**config.mk**
```make
export PLATFORM = sky130hd
export DESIGN_NAME = mcpwm_top
export DESIGN_NICKNAME = d
export VERILOG_FILES = /design/src/rtl/mcpwm_pkg.sv /design/src/rtl/mcpwm_top.sv
export SDC_FILE = /design/constraint.sdc
export NUM_CORES = 1
export LEC_CHECK = 0
export ABC_AREA = 0
export BUFFER_PORTS_ARGS = -buffer_cell sky130_fd_sc_hd__buf_2
export CORE_ASPECT_RATIO = 1.25
export CORE_MARGIN = 10
export CORE_UTILIZATION = 45
export CTS_BUF_LIST = sky130_fd_sc_hd__clkbuf_8
export DETAILED_ROUTE_END_ITERATION = 16
export GPL_TIMING_DRIVEN = 1
export MAX_ROUTING_LAYER = met4
export SYNTH_ARGS = -nofsm -noshare
export SYNTH_HDL_FRONTEND = slang
export SYNTH_SLANG_ARGS = --single-unit
```
**constraint.sdc**
```tcl
create_clock -name clk_sys -period 11.45 [get_ports clk_sys]
set_input_delay 0.5725 -clock clk_sys [delete_from_list [all_inputs] [get_ports clk_sys]]
set_output_delay 0.5725 -clock clk_sys [all_outputs]
set_load 0.01 [all_outputs]
```
**src/rtl/mcpwm_pkg.sv**
```systemverilog
// Summary of operation
// - three generators, six pins, complementary low inverted
// - any asserted fault whose enable bit is set forces safe outputs
// - enabled owned fault pin enables pull-down
// - reset keeps fault pins, latched faults enabled
// - outputs restored at period or half-period
// - lock guards pin and fault control registers
// - key pair ABCD then 4321 unlocks
// - protected write must be next access
// - one unlock grants exactly one write
// - control bit 15 turns time base on
// - idle-halt bit stops time base in idle
// - postscale divides events by value plus one
// - prescale 1, 4, 16 or 64 cycles
// - mode field selects one of four modes
// - count bit 15 reads count direction
// - count bits 14-0 readable and writable
// - period 15 bits, top bit reads zero
package mcpwm_pkg;
   localparam int          CW            = 15;
   // ------------------------------------------------------------
   // register offsets
   // ------------------------------------------------------------
   localparam logic [3:0]  A_TB_CTRL     = 4'h0;
   localparam logic [3:0]  A_TB_COUNT    = 4'h1;
   localparam logic [3:0]  A_TB_PERIOD   = 4'h2;
   localparam logic [3:0]  A_PIN_CTRL    = 4'h3;
   localparam logic [3:0]  A_FLT_A_CTRL  = 4'h4;
   localparam logic [3:0]  A_FLT_B_CTRL  = 4'h5;
   localparam logic [3:0]  A_UNLOCK_KEY  = 4'h6;
   localparam logic [3:0]  A_DUTY1       = 4'h7;
   localparam logic [3:0]  A_DUTY2       = 4'h8;
   localparam logic [3:0]  A_DUTY3       = 4'h9;
   localparam logic [3:0]  A_FLT_STATUS  = 4'hA;
   // ------------------------------------------------------------
   // fields and values
   // ------------------------------------------------------------
   localparam int          ON_BIT        = 15;
   localparam int          IDLE_BIT      = 13;
   localparam int          POST_LSB      = 4;
   localparam int          PRE_LSB       = 2;
   localparam int          MODE_LSB      = 0;
   localparam logic [15:0] CTRL_MASK     = 16'hA0FF;
   localparam int          DIR_BIT       = 15;
   localparam logic [15:0] KEY_FIRST     = 16'hABCD;
   localparam logic [15:0] KEY_SECOND    = 16'h4321;
   localparam int          FLT_EN_BIT    = 0;
   localparam int          FLT_LATCH_BIT = 1;
   localparam logic [15:0] FLT_RST       = 16'h0003;
   localparam logic [15:0] FLT_MASK      = 16'h0003;
   localparam logic [15:0] PIN_MASK      = 16'h0777;
   localparam int          PMOD_LSB      = 8;
   localparam int          PENH_LSB      = 4;
   localparam int          PENL_LSB      = 0;
   localparam int          STAT_FLAG_A   = 0;
   localparam int          STAT_FLAG_B   = 1;
   localparam int          STAT_BLOCKED  = 4;

   typedef enum logic [1:0] {
      MODE_FREE, MODE_SINGLE, MODE_UPDN, MODE_UPDN_DBL
   } mcpwm_mode_t;

   typedef enum logic [1:0] {ULK_IDLE, ULK_KEY1, ULK_OPEN} mcpwm_ulk_t;

   typedef struct packed {
      logic        wr;
      logic        rd;
      logic [3:0]  addr;
      logic [15:0] wdata;
   } mcpwm_req_t;

   // prescale terminal count: 1, 4, 16, 64 cycles
   function automatic logic [5:0] presc_limit(input logic [1:0] sel);
      unique case (sel)
         2'b00: presc_limit = 6'h00;
         2'b01: presc_limit = 6'h03;
         2'b10: presc_limit = 6'h0F;
         2'b11: presc_limit = 6'h3F;
      endcase
   endfunction
endpackage

```
**src/rtl/mcpwm_top.sv**
```systemverilog
// Implementation choices: strobed register access and the register addresses.
`timescale 1ns/10ps
`default_nettype none
module mcpwm_top #(
   parameter int CNT_W = 15
) (
   input  wire logic                clk_sys,
   input  wire logic                nrst,
   input  wire mcpwm_pkg::mcpwm_req_t req,
   output logic [15:0]              rdata,
   input  wire logic                cpu_idle,
   input  wire logic                write_protect_cfg,
   input  wire logic                fault_input_a_n,
   input  wire logic                fault_input_b_n,
   output logic                     fault_a_pulldown,
   output logic                     fault_b_pulldown,
   output logic [2:0]               pwm_high,
   output logic [2:0]               pwm_low,
   output logic [2:0]               pwm_high_oe,
   output logic [2:0]               pwm_low_oe,
   output logic                     tb_event
);
   if (CNT_W != mcpwm_pkg::CW) begin : g_chk
      $error("counter width must be fifteen");
   end

   // ------------------------------------------------------------
   // reset and pin synchronisers
   // ------------------------------------------------------------
   logic       rst_q1_reg;
   logic       rst_n;
   logic [1:0] fa_sync_reg;
   logic [1:0] fb_sync_reg;

   always_ff @(posedge clk_sys or negedge nrst) begin
      if (!nrst) begin
         rst_q1_reg <= 1'b0;
         rst_n      <= 1'b0;
      end else begin
         rst_q1_reg <= 1'b1;
         rst_n      <= rst_q1_reg;
      end
   end

   always_ff @(posedge clk_sys or negedge rst_n) begin
      if (!rst_n) begin
         fa_sync_reg <= 2'b11;
         fb_sync_reg <= 2'b11;
      end else begin
         fa_sync_reg <= {fa_sync_reg[0], fault_input_a_n};
         fb_sync_reg <= {fb_sync_reg[0], fault_input_b_n};
      end
   end

   wire logic fa_low = ~fa_sync_reg[1];
   wire logic fb_low = ~fb_sync_reg[1];
   wire logic wr     = req.wr;
   wire logic acc    = req.wr | req.rd;

   // ------------------------------------------------------------
   // unlock sequencer
   // ------------------------------------------------------------
   mcpwm_pkg::mcpwm_ulk_t ulk_reg;
   mcpwm_pkg::mcpwm_ulk_t ulk_next;
   logic                  prot_ok;

   always_comb begin
      ulk_next = ulk_reg;
      if (acc) begin
         unique case (ulk_reg)
            mcpwm_pkg::ULK_IDLE,
            mcpwm_pkg::ULK_KEY1: begin
               if (wr && req.addr == mcpwm_pkg::A_UNLOCK_KEY &&
                   req.wdata == mcpwm_pkg::KEY_SECOND &&
                   ulk_reg == mcpwm_pkg::ULK_KEY1)
                  ulk_next = mcpwm_pkg::ULK_OPEN;
               else if (wr && req.addr == mcpwm_pkg::A_UNLOCK_KEY &&
                        req.wdata == mcpwm_pkg::KEY_FIRST)
                  ulk_next = mcpwm_pkg::ULK_KEY1;
               else
                  ulk_next = mcpwm_pkg::ULK_IDLE;
            end
            mcpwm_pkg::ULK_OPEN:
               ulk_next = mcpwm_pkg::ULK_IDLE;
         endcase
      end
   end

   always_ff @(posedge clk_sys or negedge rst_n) begin
      if (!rst_n) begin
         ulk_reg <= mcpwm_pkg::ULK_IDLE;
      end else begin
         ulk_reg <= ulk_next;
      end
   end

   assign prot_ok = !write_protect_cfg || ulk_reg == mcpwm_pkg::ULK_OPEN;

   // ------------------------------------------------------------
   // registers and time base
   // ------------------------------------------------------------
   logic [15:0]      ctrl_reg, ctrl_next;
   logic [CNT_W-1:0] cnt_reg, cnt_next;
   logic [CNT_W-1:0] per_reg, per_next;
   logic             dir_reg, dir_next;
   logic [15:0]      pin_reg, pin_next;
   logic [15:0]      flta_reg, flta_next;
   logic [15:0]      fltb_reg, fltb_next;
   logic [CNT_W-1:0] duty_reg [3];
   logic [CNT_W-1:0] duty_next [3];
   logic [5:0]       pre_reg, pre_next;
   logic [3:0]       post_reg, post_next;
   logic             evt_reg, evt_next;
   logic             run, tick, bound, step_evt;
   mcpwm_pkg::mcpwm_mode_t mode;

   assign mode = mcpwm_pkg::mcpwm_mode_t'(ctrl_reg[mcpwm_pkg::MODE_LSB +: 2]);
   assign run  = ctrl_reg[mcpwm_pkg::ON_BIT] &&
                 !(cpu_idle && ctrl_reg[mcpwm_pkg::IDLE_BIT]);
   assign tick = run && pre_reg >=
                 mcpwm_pkg::presc_limit(ctrl_reg[mcpwm_pkg::PRE_LSB +: 2]);

   always_comb begin
      ctrl_next = ctrl_reg;
      cnt_next  = cnt_reg;
      per_next  = per_reg;
      dir_next  = dir_reg;
      pin_next  = pin_reg;
      flta_next = flta_reg;
      fltb_next = fltb_reg;
      duty_next = duty_reg;
      pre_next  = pre_reg;
      post_next = post_reg;
      evt_next  = 1'b0;
      bound     = 1'b0;
      step_evt  = 1'b0;
      if (run)
         pre_next = tick ? 6'h00 : pre_reg + 6'h01;
      if (tick) begin
         unique case (mode)
            mcpwm_pkg::MODE_FREE,
            mcpwm_pkg::MODE_SINGLE: begin
               if (cnt_reg >= per_reg) begin
                  cnt_next = '0;
                  bound    = 1'b1;
                  step_evt = 1'b1;
                  if (mode == mcpwm_pkg::MODE_SINGLE)
                     ctrl_next[mcpwm_pkg::ON_BIT] = 1'b0;
               end else begin
                  cnt_next = cnt_reg + 1'b1;
               end
            end
            mcpwm_pkg::MODE_UPDN,
            mcpwm_pkg::MODE_UPDN_DBL: begin
               if (!dir_reg && cnt_reg >= per_reg) begin
                  dir_next = 1'b1;
                  cnt_next = (cnt_reg == '0) ? cnt_reg : cnt_reg - 1'b1;
                  bound    = 1'b1;
                  step_evt = mode == mcpwm_pkg::MODE_UPDN_DBL;
               end else if (dir_reg && cnt_reg == '0) begin
                  dir_next = 1'b0;
                  cnt_next = cnt_reg + 1'b1;
                  bound    = 1'b1;
                  step_evt = 1'b1;
               end else if (dir_reg) begin
                  cnt_next = cnt_reg - 1'b1;
               end else begin
                  cnt_next = cnt_reg + 1'b1;
               end
            end
         endcase
      end
      if (step_evt) begin
         if (post_reg >= ctrl_reg[mcpwm_pkg::POST_LSB +: 4]) begin
            post_next = 4'h0;
            evt_next  = 1'b1;
         end else begin
            post_next = post_reg + 4'h1;
         end
      end
      if (wr) begin
         unique case (req.addr)
            mcpwm_pkg::A_TB_CTRL:
               ctrl_next = req.wdata & mcpwm_pkg::CTRL_MASK;
            mcpwm_pkg::A_TB_COUNT:
               cnt_next = req.wdata[CNT_W-1:0];
            mcpwm_pkg::A_TB_PERIOD:
               per_next = req.wdata[CNT_W-1:0];
            mcpwm_pkg::A_PIN_CTRL:
               if (prot_ok) pin_next = req.wdata & mcpwm_pkg::PIN_MASK;
            mcpwm_pkg::A_FLT_A_CTRL:
               if (prot_ok) flta_next = req.wdata & mcpwm_pkg::FLT_MASK;
            mcpwm_pkg::A_FLT_B_CTRL:
               if (prot_ok) fltb_next = req.wdata & mcpwm_pkg::FLT_MASK;
            mcpwm_pkg::A_DUTY1: duty_next[0] = req.wdata[CNT_W-1:0];
            mcpwm_pkg::A_DUTY2: duty_next[1] = req.wdata[CNT_W-1:0];
            mcpwm_pkg::A_DUTY3: duty_next[2] = req.wdata[CNT_W-1:0];
            default: ;
         endcase
      end
   end

   always_ff @(posedge clk_sys or negedge rst_n) begin
      if (!rst_n) begin
         ctrl_reg <= '0;
         cnt_reg  <= '0;
         per_reg  <= '0;
         dir_reg  <= 1'b0;
         pin_reg  <= '0;
         flta_reg <= mcpwm_pkg::FLT_RST;
         fltb_reg <= mcpwm_pkg::FLT_RST;
         duty_reg <= '{default: '0};
         pre_reg  <= '0;
         post_reg <= '0;
         evt_reg  <= 1'b0;
      end else begin
         ctrl_reg <= ctrl_next;
         cnt_reg  <= cnt_next;
         per_reg  <= per_next;
         dir_reg  <= dir_next;
         pin_reg  <= pin_next;
         flta_reg <= flta_next;
         fltb_reg <= fltb_next;
         duty_reg <= duty_next;
         pre_reg  <= pre_next;
         post_reg <= post_next;
         evt_reg  <= evt_next;
      end
   end

   assign tb_event = evt_reg;

   // ------------------------------------------------------------
   // faults and outputs
   // ------------------------------------------------------------
   logic       flag_a_reg, flag_a_next;
   logic       flag_b_reg, flag_b_next;
   logic       blk_reg, blk_next;
   logic [2:0] hi_reg, hi_next;
   logic [2:0] lo_reg, lo_next;
   logic       act_a, act_b, clr_a, clr_b, st_wr;
   logic [2:0] raw;

   assign st_wr = wr && req.addr == mcpwm_pkg::A_FLT_STATUS;
   assign clr_a = st_wr && req.wdata[mcpwm_pkg::STAT_FLAG_A] && !fa_low;
   assign clr_b = st_wr && req.wdata[mcpwm_pkg::STAT_FLAG_B] && !fb_low;
   assign act_a = flta_reg[mcpwm_pkg::FLT_EN_BIT] &&
                  (flta_reg[mcpwm_pkg::FLT_LATCH_BIT] ? flag_a_reg : fa_low);
   assign act_b = fltb_reg[mcpwm_pkg::FLT_EN_BIT] &&
                  (fltb_reg[mcpwm_pkg::FLT_LATCH_BIT] ? flag_b_reg : fb_low);

   always_comb begin
      flag_a_next = (flta_reg[mcpwm_pkg::FLT_EN_BIT] && fa_low) ||
                    (flag_a_reg && !clr_a);
      flag_b_next = (fltb_reg[mcpwm_pkg::FLT_EN_BIT] && fb_low) ||
                    (flag_b_reg && !clr_b);
      if (act_a || act_b)
         blk_next = 1'b1;
      else if (bound)
         blk_next = 1'b0;
      else
         blk_next = blk_reg;
      for (int i = 0; i < 3; i++) begin
         raw[i]     = cnt_reg < duty_reg[i];
         hi_next[i] = raw[i] && pin_reg[mcpwm_pkg::PENH_LSB + i] && !blk_next;
         lo_next[i] = (pin_reg[mcpwm_pkg::PMOD_LSB + i] ? raw[i] : !raw[i]) &&
                      pin_reg[mcpwm_pkg::PENL_LSB + i] && !blk_next;
      end
   end

   always_ff @(posedge clk_sys or negedge rst_n) begin
      if (!rst_n) begin
         flag_a_reg <= 1'b0;
         flag_b_reg <= 1'b0;
         blk_reg    <= 1'b1;
         hi_reg     <= 3'h0;
         lo_reg     <= 3'h0;
      end else begin
         flag_a_reg <= flag_a_next;
         flag_b_reg <= flag_b_next;
         blk_reg    <= blk_next;
         hi_reg     <= hi_next;
         lo_reg     <= lo_next;
      end
   end

   assign pwm_high         = hi_reg;
   assign pwm_low          = lo_reg;
   assign pwm_high_oe      = pin_reg[mcpwm_pkg::PENH_LSB +: 3];
   assign pwm_low_oe       = pin_reg[mcpwm_pkg::PENL_LSB +: 3];
   assign fault_a_pulldown = flta_reg[mcpwm_pkg::FLT_EN_BIT];
   assign fault_b_pulldown = fltb_reg[mcpwm_pkg::FLT_EN_BIT];

   // ------------------------------------------------------------
   // read port
   // ------------------------------------------------------------
   logic [15:0] rd_reg, rd_next;

   always_comb begin
      rd_next = 16'h0000;
      if (req.rd) begin
         unique case (req.addr)
            mcpwm_pkg::A_TB_CTRL:    rd_next = ctrl_reg;
            mcpwm_pkg::A_TB_COUNT:   rd_next = {dir_reg, cnt_reg};
            mcpwm_pkg::A_TB_PERIOD:  rd_next = {1'b0, per_reg};
            mcpwm_pkg::A_PIN_CTRL:   rd_next = pin_reg;
            mcpwm_pkg::A_FLT_A_CTRL: rd_next = flta_reg;
            mcpwm_pkg::A_FLT_B_CTRL: rd_next = fltb_reg;
            mcpwm_pkg::A_DUTY1:      rd_next = {1'b0, duty_reg[0]};
            mcpwm_pkg::A_DUTY2:      rd_next = {1'b0, duty_reg[1]};
            mcpwm_pkg::A_DUTY3:      rd_next = {1'b0, duty_reg[2]};
            mcpwm_pkg::A_FLT_STATUS: begin
               rd_next[mcpwm_pkg::STAT_FLAG_A]  = flag_a_reg;
               rd_next[mcpwm_pkg::STAT_FLAG_B]  = flag_b_reg;
               rd_next[mcpwm_pkg::STAT_BLOCKED] = blk_reg;
            end
            default: rd_next = 16'h0000;
         endcase
      end
   end

   always_ff @(posedge clk_sys or negedge rst_n) begin
      if (!rst_n) begin
         rd_reg <= 16'h0000;
      end else begin
         rd_reg <= rd_next;
      end
   end

   assign rdata = rd_reg;

   // ------------------------------------------------------------
   // assertions
   // ------------------------------------------------------------
   wire logic comp0  = !pin_reg[mcpwm_pkg::PMOD_LSB] && pin_reg[0] &&
                       pin_reg[4] && !blk_next;
   wire logic lockwr = wr && write_protect_cfg && req.addr ==
                       mcpwm_pkg::A_PIN_CTRL && ulk_reg != mcpwm_pkg::ULK_OPEN;
   wire logic up_top = tick && !dir_reg && cnt_reg >= per_reg &&
                       (mode == mcpwm_pkg::MODE_UPDN ||
                        mode == mcpwm_pkg::MODE_UPDN_DBL);
   wire logic rd_per = req.rd && req.addr == mcpwm_pkg::A_TB_PERIOD;
endmodule
`default_nettype wire

```
==> results.py, run 1 <==
metrics = {
    "clocking": {
        "cts_setup_buffers": 0,
        "clock_path_buffers": 2,
        "cts_buffers": 17,
        "cts_tree": "done",
        "cts_sinks": 143,
        "cts.clk_slew.worst_paths_ns": 0.08,
        "cts_root_buf": "clkbuf_8",
        "h-tree-depth": 4,
        "clk_latency_ns": 0.47,
        "post_cts_resized": 0,
    },
    "synth": {
        "yosys_warnings": 0,
        "yosysTopAreaCellShare": 0.3889,
        "synth.area.top_cells": "dfrtp_1 (39%), mux2_2 (11%), ha_1 (10%), a22oi_1 (3.2%), inv_1 (3.1%)",
        "post-synth-top-area-cell": "dfrtp_1",
        "yosys-top-cells-count": "dfrtp_1 (134), mux2_2 (85), ha_1 (71), inv_1 (71), nand2_1 (64)",
        "synth_most_common_cell": "dfrtp_1",
        "yosys_register_bits": 143,
        "syn_nets": 970,
        "synth_area_per_cell_um2": 9.900,
        "synth-seq-area-share": 0.4163,
        "syn_inst": 871,
        "synth.distinct_cells": 69,
        "synthArstFlopShare": 1.000,
        "synth_area_um2": 8623,
        "synth_edf_count": 0,
        "yosys_most_used_dff": "dfrtp_1",
    },
    "routing": {
        "viasPerCell": 5.992,
        "dr.pass1.iters": 6,
        "ant_nets": 0,
        "vias": 6933,
        "avgRoutedWirePerCell_um": 21.50,
        "drt_iter0_markers": 670,
        "wirelength_um": 24870,
        "drc": 0,
    },
    "timing": {
        "hold_violations": 0,
        "fin_skew_ns": 0.01300,
        "final-max-slew-violation-count": 0,
        "setup_tns_ns": 0,
        "finalCriticalPeriod_ns": 3.347,
        "tightest_slew_ns": 0.9800,
        "max_freq_mhz": 298.8,
        "max_slew_margin": 0.3451,
        "setup_viol": 0,
        "fin_crit_sh": 0.2923,
        "whs_ns": 0.1993,
        "rsz0062_at_grt": "false",
        "timing.final.ws_setup_ns": 8.103,
    },
    "outcome": {
        "status": "completed",
    },
    "power": {
        "power_leakage_nw": 4.402,
        "power.density_nw_per_um2": 207.4,
        "ir_drop_mv": 0.09066,
    },
    "cells_and_area": {
        "final_nets": 1010,
        "post-route-util": 0.5035,
        "syn_to_final_growth_pct": 9.634,
        "largest_reg_flops": 45,
        "finalInstanceArea_um2": 9454,
        "drive_above_1_share": 0.2197,
    },
    "placement": {
        "dp_hpwl_um": 17840,
        "io_buffers": 58,
        "dp_worst_setup_slack_ns": 8.226,
        "place_area_um2": 9075,
        "gp_congestion": 0.9238,
    },
    "worst_hold_path": {
        "hp-class": "in -> reg",
    },
    "die": {
        "placementRows": 56,
        "die_area_um2": 25130,
        "core_area_um2": 18780,
        "die_x_um": 143.8,
        "initial_utilization": 0.4592,
        "pin_count": 59,
        "die_y_um": 174.8,
    },
    "critical_path": {
        "critPathLaunchType": "flop",
        "crit_path_top_delay_cell": "o21ai_0",
        "cp.arrival_ns": 3.72,
        "max_stage_delay_ns": 0.75,
        "cp_max_fo": 15,
        "crit_type": "reg -> reg",
        "critPathCaptureType": "flop",
        "path_cells": "or3_4 > or3_1 > nor4_1 > a21oi_1 > o21ai_0 > nand2_1 > nor3_1",
        "worst_ep_required_time_ns": 11.82,
    },
    "grt": {
        "grt_pass1_wl_um": 39150,
        "grt-ovfl-total": 0,
        "grt_max_degree": 54,
        "grt_pass1_vias": 6826,
        "grtUsageTotal": 0.2075,
        "antenna_found_initial": 1,
    },
    "job": {
        "drv_cap": 0,
    },
}
==> worst max-delay path, delay by kind of cell (launching register included) <==
family             cells  cell delay [ns]
and+or+nand+nor        5             1.77
AOI/OAI and AO/OA      2             0.89
DFF                    1             0.59
==> layout make-up <==
class	instances	area [um^2]
clock inverters	14	118.9
clock buffers	18	247.7
fillers	1794	9324
diodes	1	2.502
well taps	232	290.3
inverters	71	266.5
repair buffers	69	375.4
multi-input cells	609	4559
flip-flops and latches	143	3593
==> power breakdown <==
group	switching (mW)	leakage, nW	internal [mW]
logic	0.424	2.42	0.335
registers	0.193	1.79	0.621
clock network	0.210	0.199	0.178
==> logic make-up after synthesis <==
family	synth area share
AO/OA/AOI/OAI	0.1590
XOR/XNOR	0.01422
adder cells (fa/ha/maj)	0.1030
buffers and inverters	0.05746
flip-flops	0.4163
multiplexers	0.1156
other	0.0004349
AND/OR/NAND/NOR	0.1339
==> metrics by stage <==
stage | total power, mW | cells
finish | 1.961 | 1157
global route | 2.117 | 1157
CTS | 1.966 | 1156
detailed placement | 1.575 | 1123
global placement | 1.564 | 1123
floorplan | 1.341 | 871
==> final timing paths <==
check	slack [ns]	cells past startpoint	end	startpoint
worst max-delay path	8.10	7	pwm_high[0]	cnt_reg[3]
worst min-delay path	0.20	1	fb_sync_reg[0]	fault_input_b_n
worst max register to register	8.10	7	pwm_high[0]	cnt_reg[3]
worst min register to register	0.32	0	pin_reg[2]	rst_n
max in group asynchronous	10.00	1	duty_reg[29]	rst_n
min in group asynchronous	0.32	0	pin_reg[2]	rst_n
==> cells in the final DEF, fill, tap and decap left out, types with 19 or more instances in the layout <==
| cell | count |
|---|---|
| inv_1 | 74 |
| buf_2 | 58 |
| dfrtp_1 | 133 |
| o21ai_0 | 35 |
| nor3_1 | 19 |
| ha_1 | 71 |
| a31oi_1 | 19 |
| nand2_1 | 64 |
| mux2_2 | 85 |
| a22oi_1 | 37 |
| nand3_1 | 29 |
| nor2_1 | 49 |
| a21oi_1 | 37 |
==> per-layer routing <==
layer / vias to the layer above / GRT usage / share of wire
li1: 3245 / - / -
met1: 3419 / 0.2674 / 0.44
met2: 231 / 0.3303 / 0.50
met3: 38 / 0.03120 / 0.045
met4: 0 / 0.06181 / 0.019
met5: - / - / 0
==> repair_timing <==
action | 4_1_cts | 5_1_grt
endpoints found under the setup margin | 0 | 0
endpoints found under the hold margin | 2 | 0
hold buffers | 1 | 0
No activity file was read; power rests on OpenSTA's default activity.
==> run 2, diff against run 1 <==
==> constraint.sdc (replaced) <==
create_clock -name clk_sys -period 3.3 [get_ports clk_sys]
set_input_delay 0.165 -clock clk_sys [delete_from_list [all_inputs] [get_ports clk_sys]]
set_output_delay 0.165 -clock clk_sys [all_outputs]
set_load 0.01 [all_outputs]
==> results.py, run 2 (synthesis results as in run 1) <==
metrics = {
    "routing": {
        "wirelength_um": 25870,
        "avgRoutedWirePerCell_um": 21.93,
        "dr.pass1.iters": 5,
        "viasPerCell": 5.979,
        "drc": 0,
        "drt_iter0_markers": 588,
        "vias": 7055,
        "ant_nets": 0,
    },
    "cells_and_area": {
        "final_common_cell": "dfrtp_1",
        "largest_reg_flops": 45,
        "n_antenna_cell": 0,
        "drive_above_1_share": 0.2384,
        "post-route-util": 0.5155,
        "final_cell_mix": "dfrtp_1 (133), mux2_2 (85), inv_1 (72), ha_1 (71), nand2_1 (64)",
        "final_nets": 1034,
        "syn_to_final_growth_pct": 12.25,
    },
    "timing": {
        "rsz0062_at_grt": "false",
        "max_freq_mhz": 334.4,
        "timing.final.ws_setup_ns": 0.3097,
        "fin_skew_ns": 0.009089,
        "hold_violations": 0,
        "setup_tns_ns": 0,
        "finalCriticalPeriod_ns": 2.990,
        "setup_viol": 0,
        "whs_ns": 0.02975,
        "fin_crit_sh": 0.9062,
        "max_slew_margin": 0.3470,
        "final-max-slew-violation-count": 0,
        "tightest_slew_ns": 0.9771,
    },
    "critical_path": {
        "cp_max_fo": 21,
        "r2r_start": "ctrl_reg[3]",
        "path_cells": "or2_2 > ha_1 > nand2b_1 > a2111o_1 > a41oi_1 > nor2_1 > buf_12 > o21ai_1 > nand2b_1 > o21ai_0",
        "crit_path_top_delay_cell": "dfrtp_1",
        "cp.arrival_ns": 3.33,
        "crit_start": "ctrl_reg[3]",
        "worst_ep_required_time_ns": 3.64,
        "max_stage_delay_ns": 0.43,
        "critPathLaunchType": "flop",
        "crit_type": "reg -> reg",
        "cp_common_cell": "nand2b_1",
        "critPathCaptureType": "flop",
    },
    "die": {
        "pin_count": 59,
        "placementRows": 56,
        "core_area_um2": 18780,
        "die_x_um": 143.8,
        "die_y_um": 174.8,
        "die_area_um2": 25130,
        "initial_utilization": 0.4592,
    },
    "grt": {
        "grt-ovfl-total": 0,
        "grt_max_degree": 60,
        "grt_pass1_vias": 7134,
        "antenna_found_initial": 0,
        "grtUsageTotal": 0.2154,
        "grt_pass1_wl_um": 40500,
    },
    "clocking": {
        "h-tree-depth": 4,
        "clock_path_buffers": 2,
        "cts_setup_buffers": 0,
        "cts.clk_slew.worst_paths_ns": 0.09,
        "post_cts_resized": 0,
        "clk_latency_ns": 0.46,
        "cts_root_buf": "clkbuf_8",
        "cts_buffers": 17,
        "cts_sinks": 143,
        "cts_tree": "done",
    },
    "outcome": {
        "status": "completed",
    },
    "power": {
        "power_leakage_nw": 4.520,
        "ir_drop_mv": 0.3085,
        "power.density_nw_per_um2": 726.9,
    },
    "placement": {
        "gp_congestion": 0.9120,
        "io_buffers": 58,
        "dp_worst_setup_slack_ns": 0.2880,
        "dp_hpwl_um": 18710,
    },
    "worst_hold_path": {
        "hp-class": "in -> reg",
        "hold_start": "req[20]",
    },
    "job": {
        "drv_cap": 0,
    },
}
## run 2: worst paths after layout
path / to / slack, ns / cells past startpoint
min reg2reg: fb_sync_reg[1] / 0.36 / 0
max: post_reg[2] / 0.31 / 10
max reg2reg: post_reg[2] / 0.31 / 10
min: rdata[4] / 0.03 / 3
min in group asynchronous: rdata[5] / 0.44 / 0
max in group asynchronous: ctrl_reg[15] / 1.84 / 1
## run 2: report_power, final
group	leakage [nW]	internal, mW	switching (mW)
Sequential	1.79	2.16	0.416
Combinational	2.54	1.31	1.78
Clock	0.195	0.628	0.744
## run 2: repair_timing
action | CTS | global route
endpoints found under the setup margin | 0 | 0
hold buffers | 4 | 0
endpoints found under the hold margin | 4 | 0
## run 2: through the flow
step	area [um^2]	power (mW)	cells
floorplan	8625	4.653	871
global placement	9258	5.641	1144
detailed placement	9258	5.678	1144
CTS	9679	7.066	1180
global route	9679	7.610	1180
finish	9679	7.036	1180
## run 2: area by class of cell
type                    count  area, um^2
flip-flops and latches    143        3593
multi-input cells         609        4559
inverters                  71       266.5
clock buffers              18       247.7
fillers                  1819        9099
clock inverters            14       133.9
well taps                 232       290.3
repair buffers             93       588.1
## run 2: critical path, delay by kind of cell (launching register included)
family,cells,cell delay (ns)
simple gates,4,0.84
buf+inv,1,0.20
fa+ha+maj,1,0.26
compound gates,4,1.13
flops,1,0.43
## run 2: metal layers
layer | vias up | global-route usage | share of wire
met5 | - | - | 0
met4 | 0 | 0.06564 | 0.022
met3 | 47 | 0.03798 | 0.055
met2 | 242 | 0.3454 | 0.49
met1 | 3470 | 0.2714 | 0.43
li1 | 3296 | - | -
